===== config.mk =====
export PLATFORM = sky130hd
export DESIGN_NAME = gpio_pad_control
export DESIGN_NICKNAME = d
export VERILOG_FILES = /design/src/gpio_pad_pkg.sv /design/src/pad_cfg_decode.sv /design/src/gpio_pad_control.sv
export SDC_FILE = /design/constraint.sdc
export NUM_CORES = 1
export LEC_CHECK = 0
export ABC_AREA = 1
export ABC_CLOCK_PERIOD_IN_PS = 1750
export BUFFER_PORTS_ARGS = -buffer_cell sky130_fd_sc_hd__buf_2
export CAP_MARGIN = 0
export CORE_UTILIZATION = 45
export DETAILED_ROUTE_END_ITERATION = 7
export PLACE_DENSITY_LB_ADDON = 0.1
export SLEW_MARGIN = 20
export SYNTH_ARGS = -nofsm -noshare
export SYNTH_HDL_FRONTEND = slang
export SYNTH_SLANG_ARGS = --single-unit

===== constraint.sdc =====
create_clock -name clk -period 1.75 [get_ports clk]
set_clock_uncertainty 0.05 [all_clocks]
set_input_delay 0.175 -clock clk [delete_from_list [all_inputs] [get_ports clk]]
set_output_delay 0.175 -clock clk [all_outputs]
set_load 0.02 [all_outputs]

===== src/gpio_pad_pkg.sv =====
// Purpose: Shared constants for the GPIO pad control block
// Assumes: Registers on a plain port, one aligned 32-bit word each
// Notes: Control byte is {en, dir, pull[1:0], schmitt, slew, drive[1:0]}
package gpio_pad_pkg;
    localparam int NUM_PORTS = 5;
    localparam int NUM_PINS = 16;
    localparam int PORT_W = 4;
    localparam int WIDE_W = 8;
    localparam int ADDR_W = 8;
    localparam int DATA_W = 32;
    localparam int CFG_W = 6;
    localparam int CTRL_W = 8;
    localparam int IDX_W = 3;

    // Port indices: four narrow 4-bit ports, one wide 8-bit port
    localparam logic [IDX_W-1:0] PORT_WIDE = 3'h4;
    localparam logic [IDX_W-1:0] PORT_LINK = 3'h3;
    localparam int LINK_FIRST_PIN = 12;
    localparam int LINK_OUT_WIRES = 2;
    localparam int WIDE_PINS = 8;
    localparam int P2_FIRST_PIN = 8;

    // Register byte offsets
    localparam logic [ADDR_W-1:0] OFF_CTRL_BASE = 8'h00;
    localparam logic [ADDR_W-1:0] OFF_DATA_BASE = 8'h20;
    localparam logic [ADDR_W-1:0] OFF_PIN_IN = 8'h40;
    localparam logic [ADDR_W-1:0] OFF_LINK_CTRL = 8'h44;
    localparam logic [ADDR_W-1:0] OFF_LINK_DATA = 8'h48;

    // Control byte fields
    localparam int DRV_LSB = 0;
    localparam int SLEW_BIT = 2;
    localparam int SCHMITT_BIT = 3;
    localparam int PULL_LSB = 4;
    localparam int DIR_BIT = 6;
    localparam int EN_BIT = 7;
    localparam int LINK_EN_BIT = 0;

    // Drive strength codes
    localparam logic [1:0] DRV_2MA = 2'h0;
    localparam logic [1:0] DRV_4MA = 2'h1;
    localparam logic [1:0] DRV_8MA = 2'h2;
    localparam logic [1:0] DRV_12MA = 2'h3;

    // Pull and keep modes
    localparam logic [1:0] PULL_NONE = 2'h0;
    localparam logic [1:0] PULL_DOWN = 2'h1;
    localparam logic [1:0] PULL_UP = 2'h2;
    localparam logic [1:0] PULL_KEEP = 2'h3;

    // Reset: disabled input, 4 mA, fast edges, no Schmitt, no pull
    localparam logic [CTRL_W-1:0] CTRL_RST = 8'h01;
    localparam logic [CFG_W-1:0] CFG_DFLT = 6'h01;
    localparam logic [CTRL_W-1:0] DATA_RST = 8'h00;
    localparam logic [DATA_W-1:0] RDATA_ZERO = 32'h0000_0000;
endpackage


===== src/pad_cfg_decode.sv =====
// Purpose: Turns one port's six control bits into one pad's controls
// Assumes: Caller says whether the pin is owned and driven
// Notes: Pure combinational
`timescale 1ns/1ps
module pad_cfg_decode (
    // Configuration
    input wire logic [gpio_pad_pkg::CFG_W-1:0] cfg,
    input wire logic is_out,
    input wire logic used,
    // Pad controls
    output logic [1:0] drive,
    output logic slew,
    output logic schmitt,
    output logic pull_dn,
    output logic pull_up,
    output logic keep
);
    import gpio_pad_pkg::*;

    wire drv_on = used & is_out;
    wire in_on = used & ~is_out;
    wire [1:0] pull_mode = cfg[PULL_LSB +: 2];

    assign drive = drv_on ? cfg[DRV_LSB +: 2] : DRV_4MA;
    assign slew = drv_on & cfg[SLEW_BIT];
    assign schmitt = in_on & cfg[SCHMITT_BIT];
    // Idle pins are pulled down so they never float
    assign pull_dn = ~used | (in_on & (pull_mode == PULL_DOWN));
    assign pull_up = in_on & (pull_mode == PULL_UP);
    assign keep = in_on & (pull_mode == PULL_KEEP);
endmodule


===== src/gpio_pad_control.sv =====
// Purpose: GPIO port pad configuration and pin ownership
// Assumes: Register master on clk; pad_in is asynchronous
// Notes: Four 4-bit ports, one 8-bit port on pins 0-7, link on 12-15
// Function
// - All pins of one port share direction
// - Output default: 4 mA, fast edges
// - Input default: no Schmitt, no pull
// - Drive selectable: 2, 4, 8, 12 mA
// - Schmitt trigger programmable on inputs
// - Pull-down, pull-up or bus keep selectable
// - Unused pins get weak pull-down
// - Six control bits set per whole port
// - Slew control programmable per port
// - Pin carries bit m of N-bit port
// - Link pins carry link wires by direction
// - Enabled link disables underlying port pins
`timescale 1ns/1ps
module gpio_pad_control (
    // Clock and reset
    input wire logic clk,
    input wire logic rst_b,
    input wire logic ce,
    // Register port
    input wire logic [gpio_pad_pkg::ADDR_W-1:0] reg_addr,
    input wire logic [gpio_pad_pkg::DATA_W-1:0] reg_wdata,
    input wire logic reg_wr,
    input wire logic reg_rd,
    output logic [gpio_pad_pkg::DATA_W-1:0] reg_rdata,
    // Pad data
    input wire logic [gpio_pad_pkg::NUM_PINS-1:0] pad_in,
    output logic [gpio_pad_pkg::NUM_PINS-1:0] pad_out,
    output logic [gpio_pad_pkg::NUM_PINS-1:0] pad_oe,
    // Pad controls
    output logic [2*gpio_pad_pkg::NUM_PINS-1:0] pad_drive,
    output logic [gpio_pad_pkg::NUM_PINS-1:0] pad_slew,
    output logic [gpio_pad_pkg::NUM_PINS-1:0] pad_schmitt,
    output logic [gpio_pad_pkg::NUM_PINS-1:0] pad_pull_dn,
    output logic [gpio_pad_pkg::NUM_PINS-1:0] pad_pull_up,
    output logic [gpio_pad_pkg::NUM_PINS-1:0] pad_keep
);
    import gpio_pad_pkg::*;

    // State
    logic [CTRL_W-1:0] ctrl_ff [NUM_PORTS];
    logic [CTRL_W-1:0] data_ff [NUM_PORTS];
    logic link_en_ff;
    logic [LINK_OUT_WIRES-1:0] link_tx_ff;
    logic [NUM_PINS-1:0] pin_meta_ff;
    logic [NUM_PINS-1:0] pin_sync_ff;
    logic [DATA_W-1:0] reg_rdata_ff;
    logic [DATA_W-1:0] nxt_rdata;

    // Address decode
    wire [IDX_W-1:0] acc_idx = reg_addr[IDX_W+1:2];
    wire word_ok = (reg_addr[1:0] == 2'h0);
    wire hit_ctrl = word_ok && (reg_addr[7:5] == OFF_CTRL_BASE[7:5])
                    && (acc_idx < IDX_W'(NUM_PORTS));
    wire hit_data = word_ok && (reg_addr[7:5] == OFF_DATA_BASE[7:5])
                    && (acc_idx < IDX_W'(NUM_PORTS));
    wire hit_pin = (reg_addr == OFF_PIN_IN);
    wire hit_lctl = (reg_addr == OFF_LINK_CTRL);
    wire hit_ldat = (reg_addr == OFF_LINK_DATA);
    wire wr_ctrl = ce & reg_wr & hit_ctrl;
    wire wr_data = ce & reg_wr & hit_data;
    wire wr_lctl = ce & reg_wr & hit_lctl;
    wire wr_ldat = ce & reg_wr & hit_ldat;

    // Per-port enable and direction
    wire [NUM_PORTS-1:0] port_en;
    wire [NUM_PORTS-1:0] port_out;
    // Pin values seen by each port, for reads of input ports
    wire [CTRL_W-1:0] port_pins [NUM_PORTS];

    genvar gi;
    generate
        for (gi = 0; gi < NUM_PORTS; gi++) begin : g_port
            assign port_en[gi] = ctrl_ff[gi][EN_BIT];
            // One direction bit per port, so no mixing within it
            assign port_out[gi] = ctrl_ff[gi][DIR_BIT];
            if (gi == PORT_WIDE) begin : g_wide
                assign port_pins[gi] = pin_sync_ff[WIDE_PINS-1:0];
            end else begin : g_narrow
                assign port_pins[gi] = {4'h0,
                    pin_sync_ff[gi*PORT_W +: PORT_W]};
            end
        end
    endgenerate

    // Control registers, written as one unit per port
    always_ff @(posedge clk or negedge rst_b) begin
        if (!rst_b) begin
            for (int i = 0; i < NUM_PORTS; i++) begin
                ctrl_ff[i] <= CTRL_RST;
            end
        end else if (wr_ctrl) begin
            ctrl_ff[acc_idx] <= reg_wdata[CTRL_W-1:0];
        end
    end

    // Output data registers
    always_ff @(posedge clk or negedge rst_b) begin
        if (!rst_b) begin
            for (int i = 0; i < NUM_PORTS; i++) begin
                data_ff[i] <= DATA_RST;
            end
        end else if (wr_data) begin
            data_ff[acc_idx] <= reg_wdata[CTRL_W-1:0];
        end
    end

    // Link control and transmit wires
    always_ff @(posedge clk or negedge rst_b) begin
        if (!rst_b) begin
            link_en_ff <= 1'b0;
            link_tx_ff <= 2'h0;
        end else begin
            if (wr_lctl) begin
                link_en_ff <= reg_wdata[LINK_EN_BIT];
            end
            if (wr_ldat) begin
                link_tx_ff <= reg_wdata[LINK_OUT_WIRES-1:0];
            end
        end
    end

    // Pad input synchroniser
    always_ff @(posedge clk or negedge rst_b) begin
        if (!rst_b) begin
            pin_meta_ff <= '0;
            pin_sync_ff <= '0;
        end else if (ce) begin
            pin_meta_ff <= pad_in;
            pin_sync_ff <= pin_meta_ff;
        end
    end

    // Read data mux
    wire [DATA_W-1:0] rd_ctrl = {24'h00_0000, ctrl_ff[acc_idx]};
    wire [CTRL_W-1:0] rd_port = port_out[acc_idx] ? data_ff[acc_idx]
                                                  : port_pins[acc_idx];
    wire [DATA_W-1:0] rd_data = {24'h00_0000, rd_port};
    wire [DATA_W-1:0] rd_pin = {16'h0000, pin_sync_ff};
    wire [DATA_W-1:0] rd_lctl = {31'h0000_0000, link_en_ff};
    wire [DATA_W-1:0] rd_ldat = {28'h000_0000,
        pin_sync_ff[NUM_PINS-1 -: 2], link_tx_ff};
    wire [DATA_W-1:0] rd_mux = hit_ctrl ? rd_ctrl :
                               hit_data ? rd_data :
                               hit_pin ? rd_pin :
                               hit_lctl ? rd_lctl :
                               hit_ldat ? rd_ldat : RDATA_ZERO;

    // Read data stands for exactly one ce-enabled cycle after the strobe and holds while ce is low
    assign nxt_rdata = reg_rd ? rd_mux : RDATA_ZERO;
    always_ff @(posedge clk or negedge rst_b) begin
        if (!rst_b) begin
            reg_rdata_ff <= RDATA_ZERO;
        end else if (ce) begin
            reg_rdata_ff <= nxt_rdata;
        end
    end
    assign reg_rdata = reg_rdata_ff;

    // Pin ownership and pad control
    wire [IDX_W-1:0] pin_owner [NUM_PINS];
    wire [2:0] pin_bit [NUM_PINS];
    wire [NUM_PINS-1:0] pin_used;
    wire [NUM_PINS-1:0] pin_link;
    wire [NUM_PINS-1:0] pin_is_out;
    wire [NUM_PINS-1:0] pin_val;

    genvar gp;
    generate
        for (gp = 0; gp < NUM_PINS; gp++) begin : g_pin
            localparam logic [IDX_W-1:0] NARROW = IDX_W'(gp / PORT_W);
            localparam logic [2:0] NBIT = 3'(gp % PORT_W);
            wire [CFG_W-1:0] cfg;
            if (gp < WIDE_PINS) begin : g_shared
                // Narrower port wins over the wide one on shared pins
                assign pin_owner[gp] = port_en[NARROW] ? NARROW
                                                       : PORT_WIDE;
                assign pin_bit[gp] = port_en[NARROW] ? NBIT
                                                     : 3'(gp);
                assign pin_used[gp] = port_en[NARROW] | port_en[PORT_WIDE];
                assign pin_link[gp] = 1'b0;
            end else if (gp < LINK_FIRST_PIN) begin : g_plain
                assign pin_owner[gp] = NARROW;
                assign pin_bit[gp] = NBIT;
                assign pin_used[gp] = port_en[NARROW];
                assign pin_link[gp] = 1'b0;
            end else begin : g_linked
                assign pin_owner[gp] = NARROW;
                assign pin_bit[gp] = NBIT;
                // Link takes the pins away from the port
                assign pin_link[gp] = link_en_ff;
                assign pin_used[gp] = link_en_ff | port_en[NARROW];
            end
            if (gp >= LINK_FIRST_PIN) begin : g_lk
                localparam int WIRE = gp - LINK_FIRST_PIN;
                // Lower link wires are outputs, upper ones inputs
                wire lk_out = (WIRE < LINK_OUT_WIRES);
                wire lk_val = lk_out ? link_tx_ff[WIRE % LINK_OUT_WIRES]
                                     : 1'b0;
                assign pin_is_out[gp] = pin_link[gp] ? lk_out
                                                     : port_out[NARROW];
                assign pin_val[gp] = pin_link[gp] ? lk_val
                    : data_ff[NARROW][NBIT];
                assign cfg = pin_link[gp] ? CFG_DFLT
                                          : ctrl_ff[NARROW][CFG_W-1:0];
            end else begin : g_pt
                assign pin_is_out[gp] = port_out[pin_owner[gp]];
                assign pin_val[gp] = data_ff[pin_owner[gp]][pin_bit[gp]];
                assign cfg = ctrl_ff[pin_owner[gp]][CFG_W-1:0];
            end
            assign pad_oe[gp] = pin_used[gp] & pin_is_out[gp];
            assign pad_out[gp] = pad_oe[gp] & pin_val[gp];
            pad_cfg_decode u_dec (
                .cfg(cfg),
                .is_out(pin_is_out[gp]),
                .used(pin_used[gp]),
                .drive(pad_drive[2*gp +: 2]),
                .slew(pad_slew[gp]),
                .schmitt(pad_schmitt[gp]),
                .pull_dn(pad_pull_dn[gp]),
                .pull_up(pad_pull_up[gp]),
                .keep(pad_keep[gp])
            );
        end
    endgenerate

    wire p2_out = port_en[2] & port_out[2];
    wire p2_in = port_en[2] & ~port_out[2];
    wire [CFG_W-1:0] p2_cfg = ctrl_ff[2][CFG_W-1:0];
endmodule


==> results.md, run 1 <==
Layout:
- The multi-input combinational cells in the finished layout cover a total of 0.00357 mm^2.
- The area added between synthesis and finish is 31.8%.
- The sequential cells in the finished layout cover a total of roughly 0.0033 mm^2.
- The post-route cell area is 0.0104 mm^2.
- After filler insertion, the fill cell instance count of the layout stands at ~1,600.
- The number of antenna diodes in the final layout is 0.
- The number of nets in the finished design is 1,261.
- In the final layout, the share of cells above drive strength 1 is 0.357.

Setup path:
- The sort of element at the end of the critical path is an output port.
- The category of the critical setup timing path is reg2out.
- The arrival time at the worst endpoint is 1850 ps.
- The slowest stage of the critical path belongs to the cell dfrtp_1.
- The worst endpoint required time is about 1500 ps.
- The signal on the critical path passes through inv_1 > o21ai_1 > inv_1 > nor3_4 > buf_4.
- STA classifies the critical path startpoint as a flop.
- In this run the critical register-to-register path is launched from ctrl_ff[14].
- The capturing point of the worst reg2reg path is reg_rdata[0].
- The worst register-to-register path has a depth of 13.
- The cell type with the highest occurrence count on the critical path is inv_1.
- The largest fanout of any net on the critical path is 4.
- The delay of the slowest cell on the worst path is 400 ps.
- The slack of the worst reg-to-reg path is 100 ps.

Drt:
- The first detailed-routing pass took 6 iterations.
- The number of nets still failing antenna checks after routing is 0.
- In the final routed layout, each cell accounts on average for approximately 16 um.
- The number of vias per cell is 4.97.
- The detailed router placed 7,144 vias in this run.
- The detailed router finished its first iteration with ~510 violations.
- The aggregate routed wire length is 22,900 um.
- The residual DRC count is 0.

Timing:
- The total count of hold-check failures in the final report was 0.
- Measured against its own limit, the worst slew margin works out to 0.584.
- The final number of max-transition violations was 0.
- Of the available clock period, the critical path in the final layout requires 1.18.
- The final critical delay including setup and external delays is 2070 ps.
- Setup violations remaining at the end of the flow were counted as 97.
- For this run, the top clock speed supported by timing is 0.483 GHz.
- On the final layout, the worst hold slack is 160 ps.
- At the pin with the least slew margin, the transition time is 623 ps.
- After layout, the worst setup slack is -320 ps.
- Setup repair after global routing could not meet its margin everywhere.

Die:
- In this run the horizontal extent of the chip is 134 um.
- For this configuration, the core starts out at a cell density of 0.459.
- The core area is 0.0172 mm^2.
- The die outline area is about 0.018 mm^2.
- The count of standard-cell rows is 48.
- Pin placement for this block handled 237 I/O pins.
- Measured along the y axis, the die boundary spans around 130 um.

Logic synthesis:
- The sequential-to-total area share from yosys stat is 0.417.
- Each instance of the synthesized netlist takes up on average between 7 and 8 um^2.
- The number of library cell types mapped by synthesis is 36.
- The cell taking the most area after synthesis is dfrtp_1.
- The share of synthesized area in the top cell type comes to 0.400.
- The cell count after synthesis came out at 1,053.
- In this run, synthesis produced a sequential element count of 131.
- The synthesized area is 0.00788 mm^2.
- The primary flip-flop cell chosen by synthesis mapping is dfrtp_1.
- By area the synthesized netlist is led by dfrtp_1, nand2_1, buf_4, o21ai_1, inv_1.
- The number of enable-type register cells in the synthesized netlist is 0.
- The count of warnings emitted by yosys is 0.
- The share of synthesized flip-flops with an asynchronous set or reset is 1.00.

Pwr:
- Of the total power, the share spent switching nets is 0.254.
- The cell-internal power is 5680 uW.
- The clock network fraction of total power is 0.469.
- The share of total power dissipated in sequential elements is 0.424.
- The portion of total power attributed to combinational logic is 0.107.
- The sum of internal, switching and leakage power is between 7000 and 8000 uW.
- The switching power is between 1500 and 2000 uW.
- For this design the static power due to leakage is 0.00514 uW.
- The power density normalized to cell area is 734 mW/mm^2.
- Across the VDD grid, the largest voltage drop is ~0.00068 V.

Placed design:
- The routability-driven placement congestion ratio is 0.886.
- The estimated wirelength of the detail-placed design is 16,100 um.
- Summing all placed instances gives a cell area of ~0.0085 mm^2.
- In this run the tool buffered the top-level ports with ~200 buffer cells.

Clocking:
- Counting the buffers created by CTS gives 17.
- The clock-pin slew of the registers on the worst-case setup and hold paths is 60 ps.
- In this run the number of H-tree levels came out at 4.
- The number of clock sinks seen by CTS is 131.
- The maximum count of clock buffers along a single path is 2.
- TritonCTS built the clock tree.
- The clock latency on the worst-skew pair is ~430 ps.
- The cell chosen for the clock root is clkbuf_16.

Global route:
- The number of antenna violations at the first check in global routing is 0.
- The total congestion overflow is 0.
- For this run, the total global-route usage over all layers was measured as 0.255.
- The first global-routing pass estimated 34,900 um of wire.
- The number of global-route vias before repair is 6,446.
- Entering global routing, the biggest net connects 79 pins.

Min path:
- The worst hold path begins at reg_wdata[4].
- The worst hold path was traced through 3 stages.
- The worst hold endpoint is ctrl_ff[4].
- The type of the most critical hold path is in2reg.

Run status:
- The flow ran to the end, but the final reports show violations.
- The checks that failed: setup timing.

Flow run:
- The reported max-cap violation count is 0.
-- stage by stage --
stage | instances | worst slack, ps | utilization | setup TNS (ps)
3_3_place_gp | 1375 | -18.4 | 0.495 | -31.6
2_1_floorplan | 1068 | 8.39 | - | 0
5_1_grt | 1438 | -384 | 0.604 | -23470
4_1_cts | 1434 | -252 | 0.576 | -14480
3_5_place_dp | 1375 | -54.7 | 0.495 | -175
6_report | 1438 | -320 | 0.604 | -16930
-- synthesized netlist by cell type (all sizes together), types with 2 or more instances --
cell type / instances
o211ai: 5
nand2: 338
dfrtp: 126
inv: 95
a22oi: 2
dfstp: 5
a21boi: 3
nand3: 35
clkbuf: 19
nor2: 72
nand4: 3
o221ai: 5
o31ai: 3
a21oi: 29
nor3: 13
buf: 154
a211oi: 6
o21ai: 135
-- worst max path at each step --
stage	from	end	slack (ps)	cells past startpoint
after CTS	ctrl_ff[31]	pad_drive[11]	-250	5
after floorplan	link_en_ff	pad_drive[27]	8	4
after global routing	ctrl_ff[31]	pad_drive[8]	-380	7
after global placement	reg_addr[2]	reg_rdata[7]	-20	13
final	ctrl_ff[5]	pad_pull_up[5]	-320	5
after detailed placement	reg_addr[2]	reg_rdata[7]	-50	13
-- power groups by stage --
stage | clock network [uW] | registers (uW) | logic (uW)
2_1_floorplan | 0 | 3260 | 463
3_3_place_gp | 0 | 3280 | 716
3_5_place_dp | 0 | 3280 | 722
4_1_cts | 3620 | 3230 | 792
5_1_grt | 3750 | 3240 | 904
6_report | 3570 | 3230 | 816
-- repair_timing --
action	in CTS	in global routing
hold buffers	17	0
endpoints found under the setup margin	128	130
endpoints found under the hold margin	146	0
pin swaps	12	10
buffers inserted	11	5
resized for setup	180	141
-- worst max-delay path: cells and delay by family (launching register included) --
family	cells	cell delay [ps]
flops	1	400
buf+inv	3	460
simple gates	1	270
compound gates	1	290
-- metal layers --
| layer | GRT usage | vias to the layer above | wire (um) |
|---|---|---|---|
| li1 | - | 3489 | - |
| met1 | 0.356 | 3366 | 10600 |
| met2 | 0.402 | 257 | 10700 |
| met3 | 0.0442 | 32 | 1190 |
| met4 | 0.0818 | 0 | 472 |
| met5 | 0 | - | 0 |
-- state kept, by name (all words and copies together) (netlist names) --
signal	count
link_tx_ff	2
data_ff	40
ctrl_ff	40
reg_rdata	16
pin_meta_ff	16
link_en_ff	1
pin_sync_ff	16
-- logic make-up after synthesis --
group                  Yosys count  synth area share
other                            1          0.000476
buffers and inverters          269             0.199
and+or+nand+nor                463             0.252
DFF                            131             0.417
AOI/OAI and AO/OA              189             0.132
-- cells in the final DEF, fill, tap and decap left out, drive strengths merged --
| master | count |
|---|---|
| nand2 | 338 |
| buf | 269 |
| o21ai | 135 |
| dfrtp | 126 |
| inv | 95 |
| nor2 | 72 |
| nand3 | 35 |
| a21oi | 29 |
| clkbuf | 21 |
| dlygate4sd3 | 17 |
| conb | 16 |
| nor3 | 13 |
| clkinv | 7 |
| a211oi | 6 |
| o211ai | 5 |
| o221ai | 5 |
| dfstp | 5 |
| a21boi | 3 |
| bufinv | 3 |
| o31ai | 3 |
| nand4 | 3 |
| a22oi | 2 |
| clkinvlp | 2 |
| or2 | 1 |
| or3 | 1 |
| o22ai | 1 |
-- final cells by class --
type | instances | share of cell area
multi-input combinational | 668 | 0.344
sequential | 131 | 0.317
timing repair buffer | 286 | 0.219
clock buffer | 21 | 0.0434
inverter | 96 | 0.0364
tap | 225 | 0.0271
clock inverter | 11 | 0.0130
Note: power is estimated with default switching activity, not from simulation.
==> inputs of run 2 (changes only) <==
- ABC_CLOCK_PERIOD_IN_PS: 1750 -> 1920
- CORE_ASPECT_RATIO: unset -> 0.8
- SKIP_LAST_GASP: unset -> 1
- clock period: 1.75 -> 1.92 ns (I/O delays scaled with it)
==> results.md, run 2 (synthesis gave the netlist of run 1 again) <==
Drt:
- The first detailed-routing pass took 6 iterations.
- The detailed-route wire length per cell is approximately 16 um.
- The residual DRC count is 0.
- The number of DRC markers after the initial detailed-route iteration is 569.
- For this block, the via count after detailed routing is 6,887.
- The aggregate routed wire length is 21,900 um.
- The number of nets still failing antenna checks after routing is 0.
- The number of vias per cell is 4.91.

Setup path:
- Data on the critical path is required at its endpoint by around 1700 ps.
- The depth of the critical timing path with buffers and inverters included is 5.
- The critical path contains buffers and inverters numbering 2 combined.
- The cell count of the worst reg-to-reg path is 12.
- The start of the worst register-to-register path is ctrl_ff[14].
- The worst setup path is captured at an output port.
- The slack of the worst reg-to-reg path is 160 ps.
- The arrival time at the worst endpoint is ~1800 ps.
- In this run the critical register-to-register path is captured at reg_rdata[4].
- The category of the critical setup timing path is reg2out.
- The slowest stage of the critical path belongs to the cell dfrtp_2.
- The worst setup path is launched from a flop.
- The delay of the slowest cell on the worst path is 460 ps.
- Along the worst path, the maximum fanout reaches 5.
- Walking the worst path, the cells encountered are o21ai_2 > nand2_2 > buf_6 > a211oi_4 > buf_4.
- On the critical path the largest part of the delay comes from flip-flops.

Global route:
- In the global route stage, met1 resource usage came out at 0.403.
- The layer with the highest usage after global routing is met1.
- In the global route stage, overall resource usage came out at 0.256.
- The fraction of met3 tracks used by global routing is 0.0498.
- The number of antenna violations at the first check in global routing was 0.
- The total congestion overflow is 0.
- Entering global routing, the biggest net connects 68 pins.
- The number of global-route vias before repair is 6,148.
- The met2 demand-to-capacity share in global routing is 0.352.
- The first global-routing pass estimated 34,300 um of wire.

Layout:
- The area added between synthesis and finish is 22.1%.
- 0 antenna diodes ended up in the layout.
- For this run, the post-layout net count is between 1,000 and 1,500.
- Leaving out fill and tap cells, the most frequent cell in the layout is nand2_1.
- The proportion of layout cells with a drive suffix above 1 is 0.306.
- In the layout the commonest cells are nand2_1, buf_2, dfrtp_1.
- Once layout is complete, the cells apart from fillers number ~1,400.
- In the final layout, the registers with the most flip-flops are ctrl_ff (40), data_ff (40).

Timing:
- After routing, the total negative slack on setup checks comes to -5850 ps.
- The final number of max-transition violations is 0.
- The achievable frequency is ~0.48 GHz.
- Dividing the final minimum period by the clock period gives 1.08.
- The smallest setup slack after layout is -162 ps.
- For the pin with the worst max-slew slack, the measured transition is 599 ps.
- The worst pin sits at a relative slew slack of 0.600.
- The number of setup violations in the final report is 67.
- Setup repair after global routing could not meet its margin everywhere.
- Subtracting the final worst setup slack from the clock period gives 2080 ps.
- The total count of hold-check failures in the final report came to 0.

Placed design:
- During placement, the flow inserted port buffers numbering between 150 and 200.
- Once detailed placement completed, the half-perimeter wirelength came to ~16,000 um.
- In this run, placement finished with an instance count of 1,342.
- Routability-driven placement finished with a final weighted congestion of 0.904.

Min path:
- The startpoint identified for the worst hold timing path is ce.
- Along the worst hold path, the cell count comes to 2.
- The worst hold endpoint is pin_sync_ff[11].
- The type of the most critical hold path is in2reg.

Clocking:
- The CTS tree is built.
- The clock-pin slew of the registers on the worst-case setup and hold paths is 60 ps.
- The clock latency on the worst-skew pair is roughly 430 ps.
- TritonCTS created 17 clock buffers.
- The tree is rooted in a clkbuf_16.
- The maximum count of clock buffers along a single path is 2.
- The maximum level of the CTS H-tree is 4.
- CTS saw about 130 sinks.

Pwr:
- The worst voltage drop across the vdd grid is 0.000577 V.
- The static leakage power is 0.00490 uW.
- Dividing total power by cell area gives a power density of 739 mW/mm^2.

Die:
- The die covers 0.0180 mm^2.
- The count of standard-cell rows is 42.
- 237 I/O pins were placed.
- For this configuration, the core starts out at a cell density of 0.469.
- In this run the vertical extent of the chip is between 100 and 150 um.
- The core area is 0.0168 mm^2.
- The die boundary width is 150 um.

Run status:
- The run finished, with violations left.
- The checks that failed: setup timing.

Flow run:
- The reported max-cap violation count is 0.
-- run 2: cell count changes in the layout (fill, tap and decap cells not counted), sizes merged --
cell,before,now
buf,269,239
bufinv,3,4
clkbuf,21,18
clkinv,7,9
-- run 2: repair_timing --
item,CTS,global route
endpoints found under the hold margin,142,0
endpoints found under the setup margin,91,101
pin swaps,7,3
setup buffers,6,6
resized for setup,85,59
hold buffers,17,0
-- run 2: routing by layer --
layer	routed length, um	share of wire
met4	157	0.0072
met3	1510	0.069
met2	9210	0.42
met5	0	0
met1	11000	0.50
-- run 2: area by class of cell --
cell class	count	area, um^2
inverter	96	370
clock buffer	18	439
multi-input combinational	668	3290
timing repair buffer	256	1780
sequential	131	3290
tap	220	275
clock inverter	14	186
fill	1643	7190
-- run 2: worst max-delay path by stage --
stage	from	end	slack, ps
floorplan	ctrl_ff[31]	pad_drive[11]	120
global placement	reg_addr[4]	reg_rdata[9]	70
detailed placement	ctrl_ff[39]	pad_drive[4]	90
CTS	ctrl_ff[31]	pad_schmitt[6]	-120
finish	ctrl_ff[39]	pad_drive[7]	-160
global route	ctrl_ff[39]	pad_pull_dn[1]	-220
-- run 2: metrics by stage --
step | power, uW | setup WS [ps] | area [um^2] | hold slack, ps | utilization
2_1_floorplan | 3390 | 121 | 7950 | -154 | -
4_1_cts | 7120 | -120 | 9380 | 47.9 | 0.558
3_5_place_dp | 3640 | 87.7 | 8290 | 189 | 0.493
3_3_place_gp | 3640 | 74.3 | 8290 | 194 | 0.493
6_report | 7110 | -162 | 9620 | 64.2 | 0.572
5_1_grt | 7360 | -225 | 9620 | 66.7 | 0.572
-- run 2: power breakdown --
part	total (uW)	switching (uW)	internal, uW
clock	3450	1260	2200
sequential	2940	76.2	2870
combinational	712	487	225
